[config.mk]
export PLATFORM = sky130hd
export DESIGN_NAME = serial_adc_frame_interface
export DESIGN_NICKNAME = d
export VERILOG_FILES = /design/src/hw/sfi_pkg.sv /design/src/hw/sfi_sync.sv /design/src/hw/sfi_result_fmt.sv /design/src/hw/serial_adc_frame_interface.sv
export SDC_FILE = /design/constraint.sdc
export NUM_CORES = 1
export LEC_CHECK = 0
export BUFFER_PORTS_ARGS = -buffer_cell sky130_fd_sc_hd__clkbuf_2
export CORE_MARGIN = 2
export CORE_UTILIZATION = 55
export DETAILED_ROUTE_END_ITERATION = 8
export PLACE_DENSITY = 0.79
export SLEW_MARGIN = 20
export SYNTH_ARGS = -nofsm -noshare
export SYNTH_HDL_FRONTEND = slang
export SYNTH_SLANG_ARGS = --single-unit
export TNS_END_PERCENT = 1
[constraint.sdc]
create_clock -name core_clk -period 2.7 [get_ports core_clk]
set_input_delay 0.54 -clock core_clk [delete_from_list [all_inputs] [get_ports core_clk]]
set_output_delay 0.54 -clock core_clk [all_outputs]
set_load 0.005 [all_outputs]
[src/hw/sfi_pkg.sv]
// Shared constants, command codes, carriers and states of the serial frame interface.
// Assumes a single core clock; all link pins arrive asynchronously.
package sfi_pkg;

  localparam int WORD_W = 16;
  localparam int CMD_W = 4;
  localparam int CFG_W = 12;
  localparam int RES_W = 14;
  localparam int RES12_W = 12;
  localparam int CHAN_W = 3;

  // Bit counter figures
  localparam logic [4:0] BITS_PER_FRAME = 5'h10;
  localparam logic [4:0] CMD_BITS = 5'h04;
  localparam logic [4:0] COUNT_ZERO = 5'h00;
  localparam logic [4:0] COUNT_ONE = 5'h01;

  // Command field codes
  localparam logic [3:0] CMD_CH_LAST = 4'h7;
  localparam logic [3:0] CMD_RSVD_A = 4'h8;
  localparam logic [3:0] CMD_RSVD_B = 4'h9;
  localparam logic [3:0] CMD_WRITE_CFG = 4'hA;
  localparam logic [3:0] CMD_TEST_MID = 4'hB;
  localparam logic [3:0] CMD_TEST_NEG = 4'hC;
  localparam logic [3:0] CMD_TEST_POS = 4'hD;
  localparam logic [3:0] CMD_BUF_READ = 4'hE;
  localparam logic [3:0] CMD_HW_DEFAULT = 4'hF;

  // Configuration word values and fields
  localparam logic [11:0] CFG_POWERUP = 12'h000;
  localparam logic [11:0] CFG_DEFAULT = 12'h800;
  localparam int CFG_BIT_TWOS = 10;
  localparam int CFG_BIT_PSEUDO = 7;

  // Whole-word values and frame counts used during initialisation
  localparam logic [15:0] SW_INIT_WORD = 16'hA000;
  localparam logic [15:0] HW_INIT_WORD = 16'hFFFF;
  localparam logic [15:0] WORD_ZERO = 16'h0000;
  localparam logic [1:0] HW_INIT_FRAMES = 2'h2;
  localparam logic [1:0] INIT_COUNT_ZERO = 2'h0;

  // Low bits padded below a result
  localparam logic [1:0] PAD14 = 2'h0;
  localparam logic [3:0] PAD12 = 4'h0;

  // Test voltage selections
  localparam logic [1:0] TEST_NONE = 2'h0;
  localparam logic [1:0] TEST_MID = 2'h1;
  localparam logic [1:0] TEST_NEG = 2'h2;
  localparam logic [1:0] TEST_POS = 2'h3;

  // Asynchronous pins sampled together
  typedef struct packed {
    logic csN;
    logic frameSync;
    logic sclk;
    logic serialIn;
    logic eightInputs;
    logic twelveBit;
  } sfi_pins_t;

  localparam sfi_pins_t PINS_IDLE = '{csN: 1'b1, frameSync: 1'b1, sclk: 1'b0,
                                      serialIn: 1'b1, eightInputs: 1'b0, twelveBit: 1'b0};

  // Conversion request to the converter core
  typedef struct packed {
    logic [2:0] channel;
    logic [1:0] testSel;
    logic pseudoDiff;
  } sfi_select_t;

  typedef enum logic [1:0] {
    ST_IDLE = 2'b00,
    ST_COMMAND = 2'b01,
    ST_DATA = 2'b10,
    ST_CONVERT = 2'b11
  } sfi_state_t;

endpackage

[src/hw/sfi_sync.sv]
// Two-flop synchroniser for the grouped link pins.
// Assumes the pins are quasi-static relative to core_clk edges.
`timescale 1ns/1ps
module sfi_sync
  import sfi_pkg::*;
(
  input wire logic core_clk,
  input wire logic reset_n,
  input wire sfi_pins_t asyncIn,
  output sfi_pins_t syncOut
);

  sfi_pins_t stage1;

  always_ff @(posedge core_clk or negedge reset_n) begin
    if (!reset_n) begin
      stage1 <= PINS_IDLE;
      syncOut <= PINS_IDLE;
    end else begin
      stage1 <= asyncIn;
      syncOut <= stage1;
    end
  end

endmodule // sfi_sync

[src/hw/sfi_result_fmt.sv]
// Builds the 16-bit output word from a raw offset-binary conversion code.
// Assumes rawCode is offset binary, 14 bits, MSB aligned for the 12-bit variant.
`timescale 1ns/1ps
module sfi_result_fmt
  import sfi_pkg::*;
(
  input wire logic [RES_W-1:0] rawCode,
  input wire logic twosComplement,
  input wire logic twelveBit,
  output logic [WORD_W-1:0] wordOut
);

  // Offset binary to two's complement is an MSB inversion
  function automatic logic [RES_W-1:0] flipMsb(input logic [RES_W-1:0] v, input logic en);
    flipMsb = v;
    flipMsb[RES_W-1] = v[RES_W-1] ^ en;
  endfunction

  logic [RES_W-1:0] code;

  always_comb begin
    code = flipMsb(rawCode, twosComplement);
    if (twelveBit) begin
      wordOut = {code[RES_W-1 -: RES12_W], PAD12};
    end else begin
      wordOut = {code, PAD14};
    end
  end

endmodule // sfi_result_fmt

[src/hw/serial_adc_frame_interface.sv]
// Serial frame interface and operation-cycle control of a multichannel SAR converter.
// Assumes link pins are asynchronous to core_clk and SCLK is much slower than core_clk.
// Behaviour
// - Input word is 16 bits MSB first; top four command, low twelve data.
// - Output word is 16 bits; result left aligned, low bits don't care.
// - 14-bit offset binary: 0000h, 2000h, 3FFFh for negative, zero, positive.
// - 14-bit two's complement: 2000h, 0000h, 1FFFh for negative, zero, positive.
// - 12-bit offset binary: 000h, 800h, FFFh for negative, zero, positive.
// - 12-bit two's complement: 800h, 000h, 7FFh for negative, zero, positive.
// - After reset interrupt pin is high and input register is zero.
// - Two all-ones frames of 16 clocks after power-on load default 800h.
// - Default configuration: offset binary, long sampling, internal clock, single-ended.
// - Operation is command period, then conversions, ending at last conversion.
// - Frame sync sampled at chip-select fall chooses the start edge.
// - Chip select high: output released, input and clock ignored.
// - Chip-select fall clears counter and enables serial pins.
// - Frame-sync rise clears counter and enables pins; chip select may stay low.
// - First clock falling edge captures bit 15; output bit 15 valid before.
// - Later output bits shift on rising edges; input latched on falling.
// - Counter reaching 16 releases the serial output.
// - Output word is previous result, or buffer head when buffer used.
// - Pseudodifferential halves inputs: two pairs or four pairs.
// - Command decode: channels, write config, test voltages, buffer read, default.
// - Twelve data bits stored only for a configuration write.
// - Input ignored after count 16 or chip-select rise.
`timescale 1ns/1ps
module serial_adc_frame_interface
  import sfi_pkg::*;
(
  input wire logic core_clk,
  input wire logic reset_n,
  input wire logic csN,
  input wire logic frameSyncIn,
  input wire logic sclk,
  input wire logic serialIn,
  input wire logic eightInputVariant,
  input wire logic twelveBitVariant,
  input wire logic [RES_W-1:0] lastResult,
  input wire logic [RES_W-1:0] bufferHead,
  input wire logic bufferInUse,
  input wire logic convDone,
  input wire logic lastConversion,
  output logic serialOut,
  output logic serialOutEn,
  output logic intN,
  output logic [CFG_W-1:0] configWord,
  output logic hwDefaultMode,
  output logic softwareInit,
  output logic convStart,
  output sfi_select_t convSelect,
  output logic bufferPop,
  output logic bufferReset,
  output logic opBusy
);

  sfi_pins_t rawPins;
  sfi_pins_t pins;
  sfi_pins_t pinsPrev;
  logic csFall;
  logic csRise;
  logic fsRise;
  logic sclkRise;
  logic sclkFall;
  logic frameStart;
  logic waitForFs;
  logic active;
  logic [4:0] bitCount;
  logic [WORD_W-1:0] inShift;
  logic [WORD_W-1:0] outShift;
  logic [WORD_W-1:0] outWord;
  logic [RES_W-1:0] resultSrc;
  logic [WORD_W-1:0] next_inShift;
  logic captureBit;
  logic frameComplete;
  logic [CMD_W-1:0] command;
  logic [1:0] initFrames;
  logic cmdComplete;
  logic opEnd;
  logic hwInitFrame;
  logic hwInitLast;
  sfi_state_t state;

  assign rawPins = '{csN: csN, frameSync: frameSyncIn, sclk: sclk, serialIn: serialIn,
                     eightInputs: eightInputVariant, twelveBit: twelveBitVariant};

  sfi_sync u_sync (
    .core_clk(core_clk),
    .reset_n(reset_n),
    .asyncIn(rawPins),
    .syncOut(pins)
  );

  // Edge detection on synchronised pins
  always_ff @(posedge core_clk or negedge reset_n) begin
    if (!reset_n) begin
      pinsPrev <= PINS_IDLE;
    end else begin
      pinsPrev <= pins;
    end
  end

  assign csFall = pinsPrev.csN & ~pins.csN;
  assign csRise = ~pinsPrev.csN & pins.csN;
  assign fsRise = ~pinsPrev.frameSync & pins.frameSync;
  assign sclkRise = ~pinsPrev.sclk & pins.sclk;
  assign sclkFall = pinsPrev.sclk & ~pins.sclk;

  // Start-edge selection; reset arms frame-sync start for a tied-low chip select
  always_ff @(posedge core_clk or negedge reset_n) begin
    if (!reset_n) begin
      waitForFs <= 1'b1;
    end else if (csFall) begin
      waitForFs <= ~pins.frameSync;
    end
  end

  assign frameStart = (csFall & pins.frameSync)
                    | (fsRise & ~pins.csN & (waitForFs | csFall));

  // Input sampling enabled only inside a live frame
  assign captureBit = active & ~pins.csN & sclkFall & (bitCount < BITS_PER_FRAME);
  assign next_inShift = {inShift[WORD_W-2:0], pins.serialIn};
  assign frameComplete = captureBit & (bitCount == BITS_PER_FRAME - COUNT_ONE);
  assign cmdComplete = captureBit & (bitCount == CMD_BITS - COUNT_ONE);

  // Frame activity and bit counter
  always_ff @(posedge core_clk or negedge reset_n) begin
    if (!reset_n) begin
      active <= 1'b0;
      bitCount <= COUNT_ZERO;
    end else if (frameStart) begin
      active <= 1'b1;
      bitCount <= COUNT_ZERO;
    end else if (csRise) begin
      active <= 1'b0;
    end else if (captureBit) begin
      bitCount <= bitCount + COUNT_ONE;
      if (frameComplete) begin
        active <= 1'b0;
      end
    end
  end

  // Input data register
  always_ff @(posedge core_clk or negedge reset_n) begin
    if (!reset_n) begin
      inShift <= WORD_ZERO;
    end else if (captureBit) begin
      inShift <= next_inShift;
    end
  end

  // Latch the command once its four bits are in
  always_ff @(posedge core_clk or negedge reset_n) begin
    if (!reset_n) begin
      command <= CMD_WRITE_CFG;
    end else if (cmdComplete) begin
      command <= next_inShift[CMD_W-1:0];
    end
  end

  // Result source and formatting for the outgoing word
  assign resultSrc = bufferInUse ? bufferHead : lastResult;

  sfi_result_fmt u_fmt (
    .rawCode(resultSrc),
    .twosComplement(configWord[CFG_BIT_TWOS]),
    .twelveBit(pins.twelveBit),
    .wordOut(outWord)
  );

  // Serial output: MSB presented at frame start, then one bit per rising edge after the first falling edge
  always_ff @(posedge core_clk or negedge reset_n) begin
    if (!reset_n) begin
      outShift <= WORD_ZERO;
      serialOut <= 1'b0;
      serialOutEn <= 1'b0;
    end else if (frameStart) begin
      outShift <= {outWord[WORD_W-2:0], 1'b0};
      serialOut <= outWord[WORD_W-1];
      serialOutEn <= 1'b1;
    end else if (csRise || frameComplete) begin
      serialOutEn <= 1'b0;
    end else if (active && sclkRise && bitCount != COUNT_ZERO) begin
      serialOut <= outShift[WORD_W-1];
      outShift <= {outShift[WORD_W-2:0], 1'b0};
    end
  end

  // Consecutive all-ones frames after power-on, before any software init
  assign hwInitFrame = (next_inShift == HW_INIT_WORD) & ~softwareInit;
  assign hwInitLast = hwInitFrame & (initFrames == HW_INIT_FRAMES - 2'h1);

  always_ff @(posedge core_clk or negedge reset_n) begin
    if (!reset_n) begin
      initFrames <= INIT_COUNT_ZERO;
    end else if (frameComplete && initFrames != HW_INIT_FRAMES) begin
      if (hwInitFrame) begin
        initFrames <= initFrames + 2'h1;
      end else begin
        initFrames <= INIT_COUNT_ZERO;
      end
    end
  end

  // Configuration word: write command, or either default path
  always_ff @(posedge core_clk or negedge reset_n) begin
    if (!reset_n) begin
      configWord <= CFG_POWERUP;
    end else if (frameComplete) begin
      if (command == CMD_WRITE_CFG) begin
        configWord <= next_inShift[CFG_W-1:0];
      end else if (command == CMD_HW_DEFAULT || hwInitLast) begin
        configWord <= CFG_DEFAULT;
      end
    end
  end

  // Initialisation mode flags
  always_ff @(posedge core_clk or negedge reset_n) begin
    if (!reset_n) begin
      hwDefaultMode <= 1'b0;
      softwareInit <= 1'b0;
    end else if (frameComplete) begin
      if (next_inShift == SW_INIT_WORD) begin
        softwareInit <= 1'b1;
        hwDefaultMode <= 1'b0;
      end else if (command == CMD_HW_DEFAULT || hwInitLast) begin
        hwDefaultMode <= 1'b1;
      end
    end
  end

  // Channel selection, including pseudodifferential pairing
  function automatic sfi_select_t decodeSelect(input logic [CMD_W-1:0] cmd,
                                               input logic pseudo,
                                               input logic eight);
    decodeSelect = '{channel: cmd[CHAN_W-1:0], testSel: TEST_NONE, pseudoDiff: pseudo};
    if (!eight) begin
      decodeSelect.channel[CHAN_W-1] = 1'b0;
    end
    if (pseudo) begin
      // Odd inputs serve as negative inputs of each pair
      decodeSelect.channel[0] = 1'b0;
      if (!eight) begin
        decodeSelect.channel[1] = cmd[0];
      end else begin
        decodeSelect.channel[2:1] = cmd[1:0];
      end
    end
    unique case (cmd)
      CMD_TEST_MID: decodeSelect.testSel = TEST_MID;
      CMD_TEST_NEG: decodeSelect.testSel = TEST_NEG;
      CMD_TEST_POS: decodeSelect.testSel = TEST_POS;
      default: decodeSelect.testSel = TEST_NONE;
    endcase
  endfunction

  function automatic logic isSelect(input logic [CMD_W-1:0] cmd);
    isSelect = (cmd <= CMD_CH_LAST) || (cmd >= CMD_TEST_MID && cmd <= CMD_TEST_POS);
  endfunction

  // Command execution strobes at the end of a complete frame
  always_ff @(posedge core_clk or negedge reset_n) begin
    if (!reset_n) begin
      convStart <= 1'b0;
      bufferPop <= 1'b0;
      bufferReset <= 1'b0;
    end else begin
      convStart <= frameComplete & isSelect(command);
      bufferPop <= frameComplete & (command == CMD_BUF_READ);
      bufferReset <= frameComplete & (command == CMD_WRITE_CFG);
    end
  end

  // Selection held from the last accepted select command
  always_ff @(posedge core_clk or negedge reset_n) begin
    if (!reset_n) begin
      convSelect <= '{channel: 3'h0, testSel: TEST_NONE, pseudoDiff: 1'b0};
    end else if (frameComplete && isSelect(command)) begin
      convSelect <= decodeSelect(command, configWord[CFG_BIT_PSEUDO], pins.eightInputs);
    end
  end

  // Last conversion of the operation cycle
  assign opEnd = convDone & lastConversion;

  // Operation cycle: command period, data period, conversions
  always_ff @(posedge core_clk or negedge reset_n) begin
    if (!reset_n) begin
      state <= ST_IDLE;
    end else begin
      unique case (state)
        ST_IDLE: begin
          if (frameStart) begin
            state <= ST_COMMAND;
          end
        end
        ST_COMMAND: begin
          if (csRise) begin
            state <= ST_IDLE;
          end else if (cmdComplete) begin
            state <= ST_DATA;
          end
        end
        ST_DATA: begin
          if (csRise) begin
            state <= ST_IDLE;
          end else if (frameComplete) begin
            state <= isSelect(command) ? ST_CONVERT : ST_IDLE;
          end
        end
        ST_CONVERT: begin
          if (opEnd) begin
            state <= ST_IDLE;
          end
        end
      endcase
    end
  end

  always_ff @(posedge core_clk or negedge reset_n) begin
    if (!reset_n) begin
      opBusy <= 1'b0;
    end else begin
      // Drops with the last conversion rather than a cycle after
      opBusy <= (state != ST_IDLE) && !(state == ST_CONVERT && opEnd);
    end
  end

  // Interrupt pin: released at frame start, pulled low at end of conversion
  always_ff @(posedge core_clk or negedge reset_n) begin
    if (!reset_n) begin
      intN <= 1'b1;
    end else if (convDone) begin
      intN <= 1'b0;
    end else if (frameStart) begin
      intN <= 1'b1;
    end
  end

endmodule // serial_adc_frame_interface

==> run summary <==
Counting every net in the synthesized netlist gives 362. Entering global routing, the biggest net connects 50 pins. For this run, design rule violations remaining after detail routing come to 0. The transition time at the pin with the least slew margin works out to 0.786 ns.

The library cells used most frequently in the layout, excluding fill and tap cells, are dfrtp_1, clkbuf_2, nand2_1. The mean routed wirelength per cell is 15.4 um. The setup clock skew after layout is 0.0178 ns, and the count of flip-flops with a built-in enable after synthesis is 0. The logs give 0 ns for the total negative slack and 47.6% for the remaining max-slew budget at the tightest pin. The post-cts resize count was 0; the max-slew violation count was 0.

The library cell used most frequently in the layout, excluding fill and tap cells, is dfrtp_1. The post-synthesis to final-layout area growth is 15.6%. The critical path is of the reg2reg type.

The congestion estimate from routability-driven global placement came to 0.833. The tools report the via count of the first global-routing pass as 2536. Dividing total power by cell area gives a power density of 599 nW/um^2. From left edge to right edge, the die measures 86.8 um. The count of buffers inserted at the top-level ports is 65, and the post-synthesis cell area is 3770 um^2.

For this block, the routed nets add up to 7170 um of wire. After layout, the worst path uses 88.6% of the clock period. The number of antenna violations at the first check in global routing was 0. The first global-routing pass estimated 11900 um of wire.

Data on the critical path is required at its endpoint by 2.95 ns. The distinct cell type count of the synthesized netlist was 50. The number of buffers between clock root and the deepest sink was 2; the floorplan row count was 30.

The total number of H-tree levels is 3. Across the run, the number of max-cap violations was 0. The worst setup path is captured at a flip-flop.

The tools report the detailed placer's ending HPWL as 5110 um. The clock latency of the later-clocked register in the worst-skew pair was 0.37 ns; the number of routed nets with antenna violations was 0. Overall overflow remaining after global route: 0. The tree is rooted in a clkbuf_8. Setup repair after global routing left no endpoint under its margin. The worst min-delay path category is in2async. TritonCTS created 9 clock buffers. The final hold violation count was 0.

For the number of cells produced by synthesis, the log shows 318. The detailed-route via count was 2727; the maximum cell stage delay along the critical path was 0.49 ns. The cell that appears most often on the critical path is ha_1. After clock tree synthesis, the clock-pin slew on the worst setup and hold paths is 0.09 ns. The pre-antenna-repair detailed-routing pass consisted of 4 iterations.

The worst path in the final design needs a cycle of 2.39 ns, including I/O delays and setup. The total power draw came out at 2.61 mW. Derived from the worst setup path, the maximum achievable clock frequency is 418 MHz. The startpoint type of the worst setup path was a flip-flop.

Using the TritonRoute via totals, the vias-per-cell ratio works out to 5.85. Of the cells placed in the final design, the portion with a size suffix greater than 1 is 33.9%. The number of antenna diodes in the final layout is 0. The setup-violating endpoint count in the final report was 0; the sequential fraction of the synthesis area was 56.7%. The die covers 7540 um^2.

The buffering stage count on the worst path with inverters included is 0. The run gives 0.136 ns as the final worst hold slack. TritonCTS built the clock tree.

The largest individual stage delay along the critical path comes from the cell nand4_1. A synthesized cell averages 11.9 um^2. The critical path goes through ha_1 > and3_1 > ha_1 > nand4b_1 > nor2_2 > nand4_1 > a32o_1.

The logs give 0 for the number of warnings issued by yosys and 161 for the detailed router's first-iteration violation count. Kind of cell with the highest combined delay on the critical path: simple AND/OR/NAND/NOR gates. The static leakage is 2.06 nW. Highest net fanout along the worst path: 12. For this design, the CTS-stage hold fixing added 0 buffers. The vertical die dimension was 86.8 um; the worst voltage drop across the vdd grid was 0.374 mV.

The final net count was 425. For the worst setup path, the data arrival time is 2.64 ns. For this run, the total global-route usage over all layers was measured as 20.5%. The post-synthesis async set-or-reset flop share is 100%. The flip-flop cell with the highest count after synthesis was dfrtp_1. The number of setup buffers added after CTS is 0. 66 I/O pins were placed. The flow ran to the end, and the final reports show no timing, DRC or antenna violations. The synthesized design contains 85 register bits. For this design, the sink count on the clock tree is 85.

For this configuration, the core starts out at a cell density of 56.2%. The core region is 6720 um^2. The filler cells instantiated in the layout total 555.
[state kept, by name, indices dropped and copies added, names as in the netlist, 2 cells and up]
| name | flops |
|---|---|
| inShift | 15 |
| outShift | 13 |
| configWord | 12 |
| convSelect | 6 |
| u_sync.stage1 | 6 |
| u_sync.syncOut | 6 |
| bitCount | 5 |
| command | 4 |
| pinsPrev | 3 |
| initFrames | 2 |
| state | 2 |
[worst register-to-register path: stages (launching register included)]
cell      delay (ns)
dfrtp_1         0.39
ha_1            0.20
and3_1          0.17
ha_1            0.17
nand4b_1        0.17
nor2_2          0.25
nand4_1         0.49
a32o_1          0.46
[metrics by stage]
stage | cells | instance area, um^2 | setup WS (ns) | util (%)
2_1_floorplan | 318 | 3770 | 0.698 | -
3_3_place_gp | 450 | 4180 | 0.404 | 62.2
3_5_place_dp | 450 | 4180 | 0.316 | 62.2
4_1_cts | 466 | 4370 | 0.316 | 65.0
5_1_grt | 466 | 4370 | 0.0826 | 65.0
6_report | 466 | 4370 | 0.309 | 65.0
[layer usage]
metal	track usage (%)	part of all wire, %	up-vias
li1	-	-	1302
met2	32.2	49	64
met4	9.66	2.1	0
met5	0	0	-
met1	27.6	46	1348
met3	3.81	3.6	13
[final cells by class]
cell class	instances	area (um^2)	share of cell area, %
Tap cell	80	100	2.29
Inverter	12	45.0	1.03
Sequential cell	85	2140	49.1
Clock buffer	9	124	2.84
Multi-Input combinational cell	202	1510	34.5
Timing Repair Buffer	71	385	8.83
Clock inverter	7	63.8	1.46
[Yosys cell counts, drive strengths merged (4+ instances only)]
cell	n	area, um^2
a21oi	4	20.0
nor4	4	40.0
nand3	5	30.0
inv	12	45.0
ha	5	62.6
nor2b	5	31.3
mux2i	16	160
buf	8	45.0
a32o	11	110
nand4	19	119
dfrtp	73	1830
o21ai	7	35.0
dfstp	12	315
mux2	22	248
nand2	32	123
nand2b	4	25.0
o221ai	11	96.3
and3	5	31.3
nor2	12	47.6
o211ai	4	30.0
a31oi	4	25.0
clkbuf	11	41.3
[path summary, 6_finish.rpt]
check	cells after the start	end	start	slack, ns
setup / recovery	7	configWord[10]$_DFFE_PN0P_	bitCount[1]$_DFFE_PN0P_	0.31
hold / removal	1	convStart$_DFF_PN0_	reset_n	0.14
setup reg to reg	7	configWord[10]$_DFFE_PN0P_	bitCount[1]$_DFFE_PN0P_	0.31
hold reg to reg	0	u_sync.syncOut[1]$_DFF_PN0_	u_sync.stage1[1]$_DFF_PN0_	0.36
max in group asynchronous	2	command[3]$_DFFE_PN1P_	reset_n	1.91
min in group core_clk	1	u_sync.stage1[2]$_DFF_PN1_	serialIn	0.25
[where the power goes]
group	switching, mW	total (mW)	internal (mW)
registers	0.0951	1.48	1.39
clock network	0.492	0.848	0.357
logic	0.141	0.283	0.142
[logic make-up (layout without fill, tap and decap cells)]
| logic type | Yosys count | in the layout | synth area share (%) |
|---|---|---|---|
| AOI/OAI and AO/OA | 53 | 53 | 11.2 |
| xor gates and xnor gates | 5 | 5 | 1.16 |
| muxes | 38 | 38 | 10.8 |
| buffers and inverters | 31 | 99 | 3.48 |
| and+or+nand+nor | 101 | 101 | 15.0 |
| DFF | 85 | 85 | 56.7 |
| adders and majority gates | 5 | 5 | 1.66 |
No activity file was read; power rests on OpenSTA's default activity.
